[src/iaf_defines.svh]
// constants for the isa host address front end
`ifndef IAF_DEFINES_SVH
`define IAF_DEFINES_SVH
`define IAF_SA_W      17
`define IAF_LA_W      7
`define IAF_ADDR_W    24
`define IAF_LA_LSB    17
`define IAF_ALT_LSB   19
`define IAF_ALT_W     5
`define IAF_PORT_W    4
`define IAF_SYNC_W    31
`define IAF_IRQ_4     4'h4
`define IAF_IRQ_5     4'h5
`define IAF_IRQ_6     4'h6
`define IAF_IRQ_7     4'h7
`define IAF_IRQ_9     4'h9
`define IAF_IRQ_10    4'ha
`define IAF_IRQ_11    4'hb
`define IAF_IRQ_12    4'hc
`define IAF_IRQ_14    4'he
`define IAF_IRQ_15    4'hf
`endif

[src/iaf_pkg.sv]
// types for the isa host address front end
package iaf_pkg;
	typedef enum logic [1:0] {IAF_LA_ADDR, IAF_LA_EXTIRQ, IAF_LA_PORT} iaf_la_func_e;
	// static pin configuration, captured while reset is high and frozen once it falls
	typedef struct packed {
		iaf_la_func_e la_func;
		logic         data16;
		logic         irq_encoded;
		logic         memcs_irq;
		logic         iocs_irq;
		logic         rdy_irq;
		logic         sd_irq;
	} iaf_cfg_s;
	// decoded bus cycle
	typedef struct packed {
		logic        mem;
		logic        io;
		logic        rd;
		logic [23:0] addr;
	} iaf_cycle_s;
endpackage

[src/iaf_front_end.sv]
// isa host address capture, strap sampling and shared pin muxing
`timescale 1ns/1ns
`include "iaf_defines.svh"

// three-stage pin synchroniser; a bit changes once stages two and three agree
module iaf_sync #(
	parameter int W = 1
) (
	input  wire logic         clk,
	input  wire logic [W-1:0] din,
	output logic      [W-1:0] dout
);
	logic [W-1:0] s1_r;
	logic [W-1:0] s2_r;
	logic [W-1:0] s3_r;
	logic [W-1:0] f_r;

	// stage chain, no reset so the strap can be seen during reset
	always_ff @(posedge clk) begin
		s1_r <= din;
		s2_r <= s1_r;
		s3_r <= s2_r;
	end

	// agreement filter
	always_ff @(posedge clk) begin
		f_r <= (s2_r & s3_r) | (f_r & (s2_r | s3_r));
	end

	assign dout = f_r;
endmodule

module iaf_front_end
	import iaf_pkg::*;
(
	input  wire logic                      clk,
	input  wire logic                      reset,
	input  wire logic [`IAF_SA_W-1:0]      sa_pin,
	input  wire logic [`IAF_LA_W-1:0]      la_pin,
	input  wire logic                      bale_pin,
	input  wire logic                      aen_n_pin,
	input  wire logic                      memr_n_pin,
	input  wire logic                      memw_n_pin,
	input  wire logic                      ior_n_pin,
	input  wire logic                      io_write_and_host_mode_strap,
	input  wire logic                      ref_n_pin,
	input  wire iaf_cfg_s                  cfg_in,
	input  wire logic [`IAF_PORT_W-1:0]    port_a_drive,
	input  wire logic [`IAF_PORT_W-1:0]    port_a_dir,
	input  wire logic                      irq_req,
	input  wire logic [3:0]                irq_line,
	output logic                           isa_mode,
	output iaf_cycle_s                     cycle,
	output logic [`IAF_ALT_W-1:0]          ext_interrupt_inputs,
	output logic [`IAF_PORT_W-1:0]         parallel_port_a_upper,
	output logic [`IAF_PORT_W-1:0]         port_a_out,
	output logic [`IAF_PORT_W-1:0]         port_a_oe,
	output logic [2:0]                     sd_irq_out,
	output logic [2:0]                     sd_irq_oe,
	output logic [2:0]                     ctl_irq_out,
	output logic [2:0]                     ctl_irq_oe,
	output logic [3:0]                     interrupt_level_select,
	output logic [3:0]                     irq_lo_oe,
	output logic                           combined_interrupt_out,
	output logic                           irq15_oe
);
	logic [`IAF_SYNC_W-1:0] pins_f;
	logic [`IAF_SA_W-1:0]   sa_f;
	logic [`IAF_LA_W-1:0]   la_f;
	logic                   bale_f;
	logic                   aen_n_f;
	logic                   memr_n_f;
	logic                   memw_n_f;
	logic                   ior_n_f;
	logic                   iow_n_f;
	logic                   ref_n_f;
	iaf_cfg_s               cfg_r;
	logic                   isa_mode_r;
	logic [`IAF_LA_W-1:0]   la_hold_r;
	logic [`IAF_LA_W-1:0]   la_eff;
	logic                   addr_ok;
	iaf_cycle_s             cycle_r;
	logic [`IAF_ALT_W-1:0]  ext_irq_r;
	logic [`IAF_PORT_W-1:0] port_in_r;
	logic [`IAF_PORT_W-1:0] port_out_r;
	logic [`IAF_PORT_W-1:0] port_oe_r;
	logic [2:0]             sd_out_r;
	logic [2:0]             sd_oe_r;
	logic [2:0]             ctl_out_r;
	logic [2:0]             ctl_oe_r;
	logic [3:0]             lo_out_r;
	logic [3:0]             lo_oe_r;
	logic                   hi_out_r;
	logic                   hi_oe_r;

	// all bus pins come from outside the clock domain
	iaf_sync #(.W(`IAF_SYNC_W)) u_sync (
		.clk  (clk),
		.din  ({sa_pin, la_pin, bale_pin, aen_n_pin, memr_n_pin, memw_n_pin,
		        ior_n_pin, io_write_and_host_mode_strap, ref_n_pin}),
		.dout (pins_f)
	);

	assign {sa_f, la_f, bale_f, aen_n_f, memr_n_f, memw_n_f, ior_n_f, iow_n_f,
	        ref_n_f} = pins_f;

	// strap and pin configuration caught while reset is held
	always_ff @(posedge clk) begin
		if (reset) begin
			isa_mode_r <= iow_n_f;
			cfg_r      <= cfg_in;
		end
	end

	// upper lines follow while enable is high, freeze on its fall
	always_ff @(posedge clk) begin
		if (reset) begin
			la_hold_r <= 7'h00;
		end else if (bale_f) begin
			la_hold_r <= la_f;
		end
	end

	// lines in alternate use read as zero inside the address
	always_comb begin
		la_eff = la_hold_r;
		if (cfg_r.la_func != IAF_LA_ADDR) begin
			la_eff[`IAF_LA_W-1:`IAF_ALT_LSB-`IAF_LA_LSB] = 5'h00;
		end
	end

	// enable low, not a refresh, and isa mode
	assign addr_ok = isa_mode_r && !aen_n_f && ref_n_f;

	// cycle decode; io uses only the static bits
	always_ff @(posedge clk) begin
		if (reset) begin
			cycle_r <= '0;
		end else begin
			cycle_r.mem <= addr_ok && (!memr_n_f || !memw_n_f);
			cycle_r.io  <= addr_ok && (!ior_n_f || !iow_n_f);
			cycle_r.rd  <= !memr_n_f || !ior_n_f;
			if (!memr_n_f || !memw_n_f) begin
				cycle_r.addr <= {la_eff, sa_f};
			end else begin
				cycle_r.addr <= {7'h00, sa_f};
			end
		end
	end

	// alternate inputs on the top latched lines
	always_ff @(posedge clk) begin
		if (reset) begin
			ext_irq_r <= 5'h00;
			port_in_r <= 4'h0;
		end else begin
			ext_irq_r <= (cfg_r.la_func == IAF_LA_EXTIRQ) ? la_f[6:2] : 5'h00;
			port_in_r <= (cfg_r.la_func == IAF_LA_PORT) ? la_f[5:2] : 4'h0;
		end
	end

	// port drive only in port mode; address pins never driven
	always_ff @(posedge clk) begin
		if (reset) begin
			port_out_r <= 4'h0;
			port_oe_r  <= 4'h0;
		end else begin
			port_out_r <= port_a_drive;
			port_oe_r  <= (cfg_r.la_func == IAF_LA_PORT) ? port_a_dir : 4'h0;
		end
	end

	// data pins as requests 5, 6, 14 in 8-bit mode only
	always_ff @(posedge clk) begin
		if (reset) begin
			sd_out_r <= 3'h0;
			sd_oe_r  <= 3'h0;
		end else begin
			sd_out_r <= {irq_req && irq_line == `IAF_IRQ_14,
			             irq_req && irq_line == `IAF_IRQ_6,
			             irq_req && irq_line == `IAF_IRQ_5};
			sd_oe_r  <= {3{cfg_r.sd_irq && !cfg_r.data16 && !cfg_r.irq_encoded}};
		end
	end

	// control outputs as requests 7, 4, 5
	always_ff @(posedge clk) begin
		if (reset) begin
			ctl_out_r <= 3'h0;
			ctl_oe_r  <= 3'h0;
		end else begin
			ctl_out_r <= {irq_req && irq_line == `IAF_IRQ_5,
			              irq_req && irq_line == `IAF_IRQ_4,
			              irq_req && irq_line == `IAF_IRQ_7};
			ctl_oe_r  <= {cfg_r.rdy_irq, cfg_r.iocs_irq, cfg_r.memcs_irq} &
			             {3{!cfg_r.irq_encoded}};
		end
	end

	// dedicated lines 9-12,15 or level code plus combined output
	always_ff @(posedge clk) begin
		if (reset) begin
			lo_out_r <= 4'h0;
			lo_oe_r  <= 4'h0;
			hi_out_r <= 1'b0;
			hi_oe_r  <= 1'b0;
		end else begin
			lo_oe_r  <= {4{isa_mode_r}};
			hi_oe_r  <= isa_mode_r;
			if (cfg_r.irq_encoded) begin
				lo_out_r <= irq_line;
				hi_out_r <= irq_req;
			end else begin
				lo_out_r <= {irq_req && irq_line == `IAF_IRQ_12,
				             irq_req && irq_line == `IAF_IRQ_11,
				             irq_req && irq_line == `IAF_IRQ_10,
				             irq_req && irq_line == `IAF_IRQ_9};
				hi_out_r <= irq_req && irq_line == `IAF_IRQ_15;
			end
		end
	end

	assign isa_mode               = isa_mode_r;
	assign cycle                  = cycle_r;
	assign ext_interrupt_inputs   = ext_irq_r;
	assign parallel_port_a_upper  = port_in_r;
	assign port_a_out             = port_out_r;
	assign port_a_oe              = port_oe_r;
	assign sd_irq_out             = sd_out_r;
	assign sd_irq_oe              = sd_oe_r;
	assign ctl_irq_out            = ctl_out_r;
	assign ctl_irq_oe             = ctl_oe_r;
	assign interrupt_level_select = lo_out_r;
	assign irq_lo_oe              = lo_oe_r;
	assign combined_interrupt_out = hi_out_r;
	assign irq15_oe               = hi_oe_r;
endmodule

[config.mk]
export PLATFORM = sky130hd
export DESIGN_NAME = iaf_front_end
export DESIGN_NICKNAME = d
export VERILOG_FILES = /design/src/iaf_pkg.sv /design/src/iaf_front_end.sv
export VERILOG_INCLUDE_DIRS = /design/src
export SDC_FILE = /design/constraint.sdc
export NUM_CORES = 1
export LEC_CHECK = 0
export BUFFER_PORTS_ARGS = -buffer_cell sky130_fd_sc_hd__buf_4
export CAP_MARGIN = 20
export CORE_MARGIN = 5
export CORE_UTILIZATION = 45
export CTS_CLUSTER_DIAMETER = 50
export DETAILED_ROUTE_END_ITERATION = 7
export PLACE_DENSITY = 0.67
export SYNTH_ARGS = -nofsm -noshare
export SYNTH_HDL_FRONTEND = slang
export SYNTH_HIERARCHICAL = 1
export SYNTH_SLANG_ARGS = --single-unit
[constraint.sdc]
create_clock -name clk -period 1.1 [get_ports clk]
set_input_delay 0.055 -clock clk [delete_from_list [all_inputs] [get_ports clk]]
set_output_delay 0.055 -clock clk [all_outputs]
set_load 0.1 [all_outputs]
# Word-level counts from Yosys, hierarchy flattened
# Index checks and enable logic that the tools add are counted.
# word_totals
ff_bits	201
in_bits	54
output_inout_bits	67
wordCells	84
# op_classes
eq_ne	12
muxes	2
bitwise_logic	8
n_reduce_logical	31
# ops
cell	count
31-bit AND	2
31-bit OR	2
4-bit equality test, second input constant	6
4-bit by 3-bit equality test with 1-bit output, second input constant	4
1-bit logical AND	16
1-bit logical NOT	7
2-bit OR reduction	3
4-bit 2-to-1 mux	1
3-bit AND	1
1-bit logical OR	3
1-bit inverter	3
3-bit OR reduction	1
2-bit by 1-bit equality test with 1-bit output, second input constant	1
2-bit equality test, second input constant	1
2-bit nonzero test	1
1-bit 2-to-1 mux	1

# Longest topological paths before layout
# Gate-level depths: netlist (run 1).
# logic_depth
word_depth	4
ltp_mapped	4
mapped_depth_nobuf	2

# Modules after synthesis
# Netlist (run 1), hierarchy kept.
# modules_own_cells
mod	n_inst	cells_each	area_per_inst_um2	seq_area_each_um2
iaf_sync	1	155	2831.5	2482.4
iaf_front_end	1	183	2324.7	1591.5

# Least setup slack after synthesis (run 1)
# No wires, ideal clock.
# synth_timing
path_type	register to output
startpoint	reg irq_lo_oe[0] (netlist name)
endpoint	out irq_lo_oe[0]
arrival_time_ns	1.410
t_required_ns	1.045
slack_ns	-0.365
path_stages_with_launch	2
path_buffers	1
cell_sequence	dfxtp_1 -> buf_4
# synth_lines
element	line_no	text
end: declaration	iaf_front_end.sv:63	output logic [3:0] irq_lo_oe,
# No word-level cell between the ends.

# Worst setup path in the final report (run 1)
# layout_timing
startpoint	reg irq_lo_oe[0] (netlist name)
endpoint	out irq_lo_oe[3]
# No word-level cell between the ends.

==> flow_summary.yaml, run 1 <==
detailed_routing:
  drtPass1Iterations: 4
  vias: 2927
  wl_per_cell_um: 13.4
  dr.first_iter.drc_count: 100
  viasPerCell: 4.33
  drc: 0
  ant_nets: 0
  finalWirelength_mm: 9.07
critical_path:
  crit_family: "flip-flops"
  r2r-start: "cfg_r[7]"
  crit_buf_inv: 1
  cp-end-kind: "primary output"
  cp_data_required_time_ns: 1.04
  cpMaxStageDelayCell: "dfxtp_4"
  cp_data_arrival_time_ns: 1.07
  critPathMaxFanout: 5
  cp-start-kind: "register"
  slowest_delay_ns: 0.41
  crit_path_cell_trace: "buf_6"
  worst-setup-path-type: "reg2out"
  startpoint: "irq_lo_oe[0]"
worst_hold_path:
  hold_path_startpoint: "reset"
  hold_class: "in2reg"
cts:
  h-tree-depth: 4
  numCtsBuffers: 17
  cts_tree: "done"
  clockBufferDepth: 2
  clk_latency_ns: 0.41
  clkSinkCount: 199
  clk_pin_slew_ns: 0.06
  root_buffer: "clkbuf_16"
final_layout:
  drive_gt1_frac: 0.355
  fillCellCount: 830
  layout.nets: 575
  final_cells: 676
  synthToLayoutAreaGrowth_pct: 45.6
  num_antenna_cells: 0
sta:
  fmax_ghz: 0.888
  fin_ws_ns: -0.0267
  setup_viol: 3
  grt_setup_unrepaired: "yes"
  hold_viol: 0
  min_period_ns: 1.13
  slew_violations: 0
  maxSlewHeadroom: 0.746
  layout_worst_path_cycle_share: 1.02
  fin_worst_skew_ns: 0.00407
  worstMarginPinSlew_ns: 0.381
power:
  switchingPower_mw: 3.75
  p_leak_nw: 3.21
  vdd_drop_max_mv: 1.07
  power.share.clock: 0.359
  p_seq_frac: 0.519
  combPwrFrac: 0.122
  power.density_nw_per_um2: 2050
  p_int_mw: 11.6
  p_sw_frac: 0.244
synthesis:
  synth-seq-area-share: 0.790
  synthDistinctLibCells: 25
  ys_ff_latch: 199
  ys_warn_count: 6
  syn_nets: 392
  postSynthCellCount: 338
  synth_area_per_cell_um2: 15.3
  syn_area_um2: 5160
flow_run:
  cap_violations: 0
grt:
  grt.overflow.total: 0
  antenna_found_initial: 0
  grt_max_degree: 31
  grt_pass1_wl_mm: 14.4
  grt_pass1_vias: 2936
  grtUsageTotal: 0.139
floorplanning:
  ios: 121
  die_w_um: 117
  core-area_um2: 11300
  initial_core_util: 0.455
  rows: 39
  die-area_um2: 13700
  fp.dieH_um: 117
placed_design:
  dpl.cell_count: 592
  place_worst_setup_slack_ns: 0.0216
  io_buffers: 120
  dpl.hpwl_mm: 5.78
  place_congestion: 0.730
outcome:
  run_status: "finished with violations"
  failed_checks: "negative setup slack"
synthesized netlist by cell type (all sizes together):
cell type	count	share of area
nor3b	3	0.0063
a21oi	5	0.0049
a2111oi	1	0.0053
mux2i	7	0.014
inv	3	0.0022
nor2b	22	0.027
nor3	3	0.0029
edfxtp	9	0.052
clkbuf	3	0.0022
buf	12	0.017
nor4b	1	0.0017
a41oi	1	0.0017
o41ai	3	0.0066
maj3	31	0.068
nand2	2	0.0015
nor2	10	0.0073
nand4bb	3	0.0066
nand3b	4	0.0058
nand2b	2	0.0024
and2	23	0.028
dfxtp	190	0.74
through the flow:
stage | TNS, ns | hold WS, ns | instance area, um2 | utilization | total power [mW]
floorplan | -0.551 | 0.0827 | 5160 | - | 9.28
global placement | 0 | 0.159 | 6200 | 0.548 | 9.72
detailed placement | 0 | 0.160 | 6200 | 0.548 | 9.75
CTS | -0.300 | 0.0180 | 7360 | 0.650 | 15.5
global route | -0.717 | 0.0550 | 7510 | 0.663 | 16.0
finish | -0.0665 | 0.0471 | 7510 | 0.663 | 15.4
worst paths after layout:
path / slack [ns] / to / depth (start not counted)
setup / recovery: -0.03 / irq_lo_oe[3] / 1
hold / removal: 0.05 / cycle[14] / 2
setup reg to reg: 0.01 / cycle[20] / 2
hold reg to reg: 0.32 / u_sync/s2_r[7] / 0
registers in the layout, indices dropped and copies added, names as in the netlist:
signal	flops
cfg_r	8
combined_interrupt_out	1
ctl_irq_oe	3
ctl_irq_out	2
cycle	27
ext_interrupt_inputs	5
interrupt_level_select	4
irq_lo_oe	1
isa_mode	1
la_hold_r	7
parallel_port_a_upper	4
port_a_oe	4
port_a_out	4
sd_irq_oe	1
sd_irq_out	3
u_sync/dout	31
u_sync/s1_r	31
u_sync/s2_r	31
u_sync/s3_r	31
cells by family (layout without fill, tap and decap cells):
kind of cell	Yosys count	in the layout	synth area share
buffers and inverters	18	213	0.0211
adder cells (fa/ha/maj)	31	31	0.0677
flip-flops	199	199	0.790
AO/OA/AOI/OAI	10	10	0.0184
AND/OR/NAND/NOR	73	73	0.0891
multiplexers	7	7	0.0136
layout by cell type, fill, tap and decap left out, drive strengths merged, types with 2 or more instances in the layout:
cell,netlist,routed
nand2,2,2
a21oi,5,5
clkinv,0,3
nor3b,3,3
edfxtp,9,9
clkbuf,3,28
and2,23,23
maj3,31,31
nor2b,22,22
nor2,10,10
o41ai,3,3
nand3b,4,4
nor3,3,3
dfxtp,190,190
buf,12,127
nand4bb,3,3
dlygate4sd3,0,52
mux2i,7,7
nand2b,2,2
inv,3,3
routing by layer:
layer  track usage  share of wire  up-vias
met2         0.229           0.50       88
met3        0.0458          0.067       14
li1              -              -     1471
met4        0.0688          0.017        0
met5             0              0        -
met1         0.164           0.42     1354
layout make-up:
cell class              count  area, um2  share of cell area
flip-flops and latches    199       4080               0.544
repair buffers            179       1720               0.230
multi-input cells         121        980               0.131
clock buffers              28        518              0.0690
well taps                 143        179              0.0238
clock inverters             3       15.0             0.00200
inverters                   3       11.3             0.00150
power groups by stage:
stage / Combinational [mW] / Clock, mW / Sequential, mW
final: 1.87 / 5.53 / 7.98
after global routing: 1.95 / 6.03 / 8.04
after CTS: 1.83 / 5.70 / 7.97
after detailed placement: 1.64 / 0 / 8.12
after global placement: 1.62 / 0 / 8.10
after floorplan: 0.420 / 0 / 8.86
timing repair:
action,CTS,global route
pin swaps,0,1
gates resized for setup,25,38
endpoints found under the setup margin,30,47
hold buffers,52,0
hold endpoints to repair,57,0
gates cloned,0,0
setup buffers,1,0
(Power assumes the default switching activity.)
==> inputs of run 2 (changes only) <==
--- a/config.mk
+++ b/config.mk
@@ -10,6 +10,7 @@
 export CAP_MARGIN = 20
 export CORE_MARGIN = 5
 export CORE_UTILIZATION = 45
+export CTS_BUF_LIST = sky130_fd_sc_hd__clkbuf_8
 export CTS_CLUSTER_DIAMETER = 50
 export DETAILED_ROUTE_END_ITERATION = 7
 export PLACE_DENSITY = 0.67
==> flow_summary.yaml, run 2 (synthesis gave the netlist of run 1 again) <==
outcome:
  run_status: "finished with violations"
  failed_checks: "negative setup slack"
worst_hold_path:
  hold_class: "in2reg"
critical_path:
  slowest_delay_ns: 0.41
  crit_family: "flip-flops"
  cp_data_required_time_ns: 1.04
  crit_path_cell_trace: "buf_6"
  worst-setup-path-type: "reg2out"
  cpMaxStageDelayCell: "dfxtp_4"
  cp_data_arrival_time_ns: 1.10
  cp-start-kind: "register"
  crit_buf_inv: 1
  critPathMaxFanout: 5
  cp-end-kind: "primary output"
grt:
  grt_pass1_wl_mm: 16.0
  grt_pass1_vias: 3158
  antenna_found_initial: 0
  grt.overflow.total: 0
  grt_max_degree: 21
  grtUsageTotal: 0.157
sta:
  fin_ws_ns: -0.0530
  layout_worst_path_cycle_share: 1.05
  min_period_ns: 1.15
  tns_ns: -0.318
  grt_setup_unrepaired: "yes"
  maxSlewHeadroom: 0.757
  fmax_ghz: 0.867
  hold_slack_ns: 0.0831
  worstMarginPinSlew_ns: 0.364
  slew_violations: 0
  setup_viol: 10
  fin_worst_skew_ns: 0.00700
  hold_viol: 0
floorplanning:
  die-area_um2: 13700
  ios: 121
  die_w_um: 117
  fp.dieH_um: 117
  initial_core_util: 0.455
  core-area_um2: 11300
  rows: 39
final_layout:
  fillCellCount: 741
  utilization: 0.710
  seq_area_um2: 4130
  synthToLayoutAreaGrowth_pct: 55.8
  layout.nets: 590
  layout_commonest_cell: "dfxtp_1"
  final_cells: 691
  drive_gt1_frac: 0.425
  layout_common_cells: "148 x dfxtp_1, 64 x dlygate4sd3_1, 58 x buf_4"
  num_antenna_cells: 0
  multi_input_area_um2: 990
placed_design:
  io_buffers: 120
  dpl.hpwl_mm: 5.78
  place_congestion: 0.730
  dpl.cell_count: 592
power:
  power.density_nw_per_um2: 1770
  p_total_mw: 14.2
  vdd_drop_max_mv: 1.06
  p_leak_nw: 3.36
detailed_routing:
  drc: 0
  finalWirelength_mm: 10.5
  vias: 2987
  viasPerCell: 4.32
  ant_nets: 0
  dr.first_iter.drc_count: 131
  wl_per_cell_um: 15.2
  drtPass1Iterations: 4
flow_run:
  cap_violations: 0
cts:
  clockBufferDepth: 2
  clkSinkCount: 199
  clk_pin_slew_ns: 0.09
  h-tree-depth: 4
  root_buffer: "clkbuf_8"
  numCtsBuffers: 17
  cts_tree: "done"
  clk_latency_ns: 0.43
## run 2: cell type report
class | count | share of cell area
clock buffer | 20 | 0.0343
clock inverter | 11 | 0.00888
inverter | 3 | 0.00140
multi-input combinational | 121 | 0.123
sequential | 199 | 0.515
tap | 143 | 0.0223
timing repair buffer | 194 | 0.295
## run 2: power by group
group	switching (mW)	total (mW)	leakage [nW]	internal [mW]
clock	2.15	4.05	0.207	1.89
combinational	1.20	2.12	1.46	0.922
sequential	0.291	8.02	1.69	7.73
total	3.64	14.2	3.36	10.5
## run 2: final timing paths
kind / slack (ns) / to / startpoint / cells after the start
setup reg to reg: -0.01 / cycle[21] / cfg_r[7] / 2
hold reg to reg: 0.33 / u_sync/s2_r[14] / u_sync/s1_r[14] / 0
setup / recovery: -0.05 / irq15_oe / irq_lo_oe[0] / 1
hold / removal: 0.08 / combined_interrupt_out / irq_line[2] / 3
## run 2: repair_timing
item,4_1_cts,5_1_grt
hold endpoints to repair,63,1
setup endpoints to repair,70,61
setup buffers,3,1
hold buffers,64,2
gates resized for setup,136,89
pin swaps,0,1
gates cloned,0,0
## run 2: stage by stage
stage / area, um2 / worst slack (ns)
after global placement: 6200 / 0.105
after global routing: 8030 / -0.113
after detailed placement: 6200 / 0.0216
final: 8030 / -0.0530
after CTS: 7720 / -0.118
after floorplan: 5160 / -0.226
## run 2: per-layer routing
metal	routed length, um	part of all wire	GRT usage	vias up
met3	593	0.056	0.0488	14
met5	0	0	0	-
met1	4120	0.39	0.177	1377
met2	5630	0.53	0.276	98
li1	-	-	-	1498
met4	175	0.017	0.0642	0
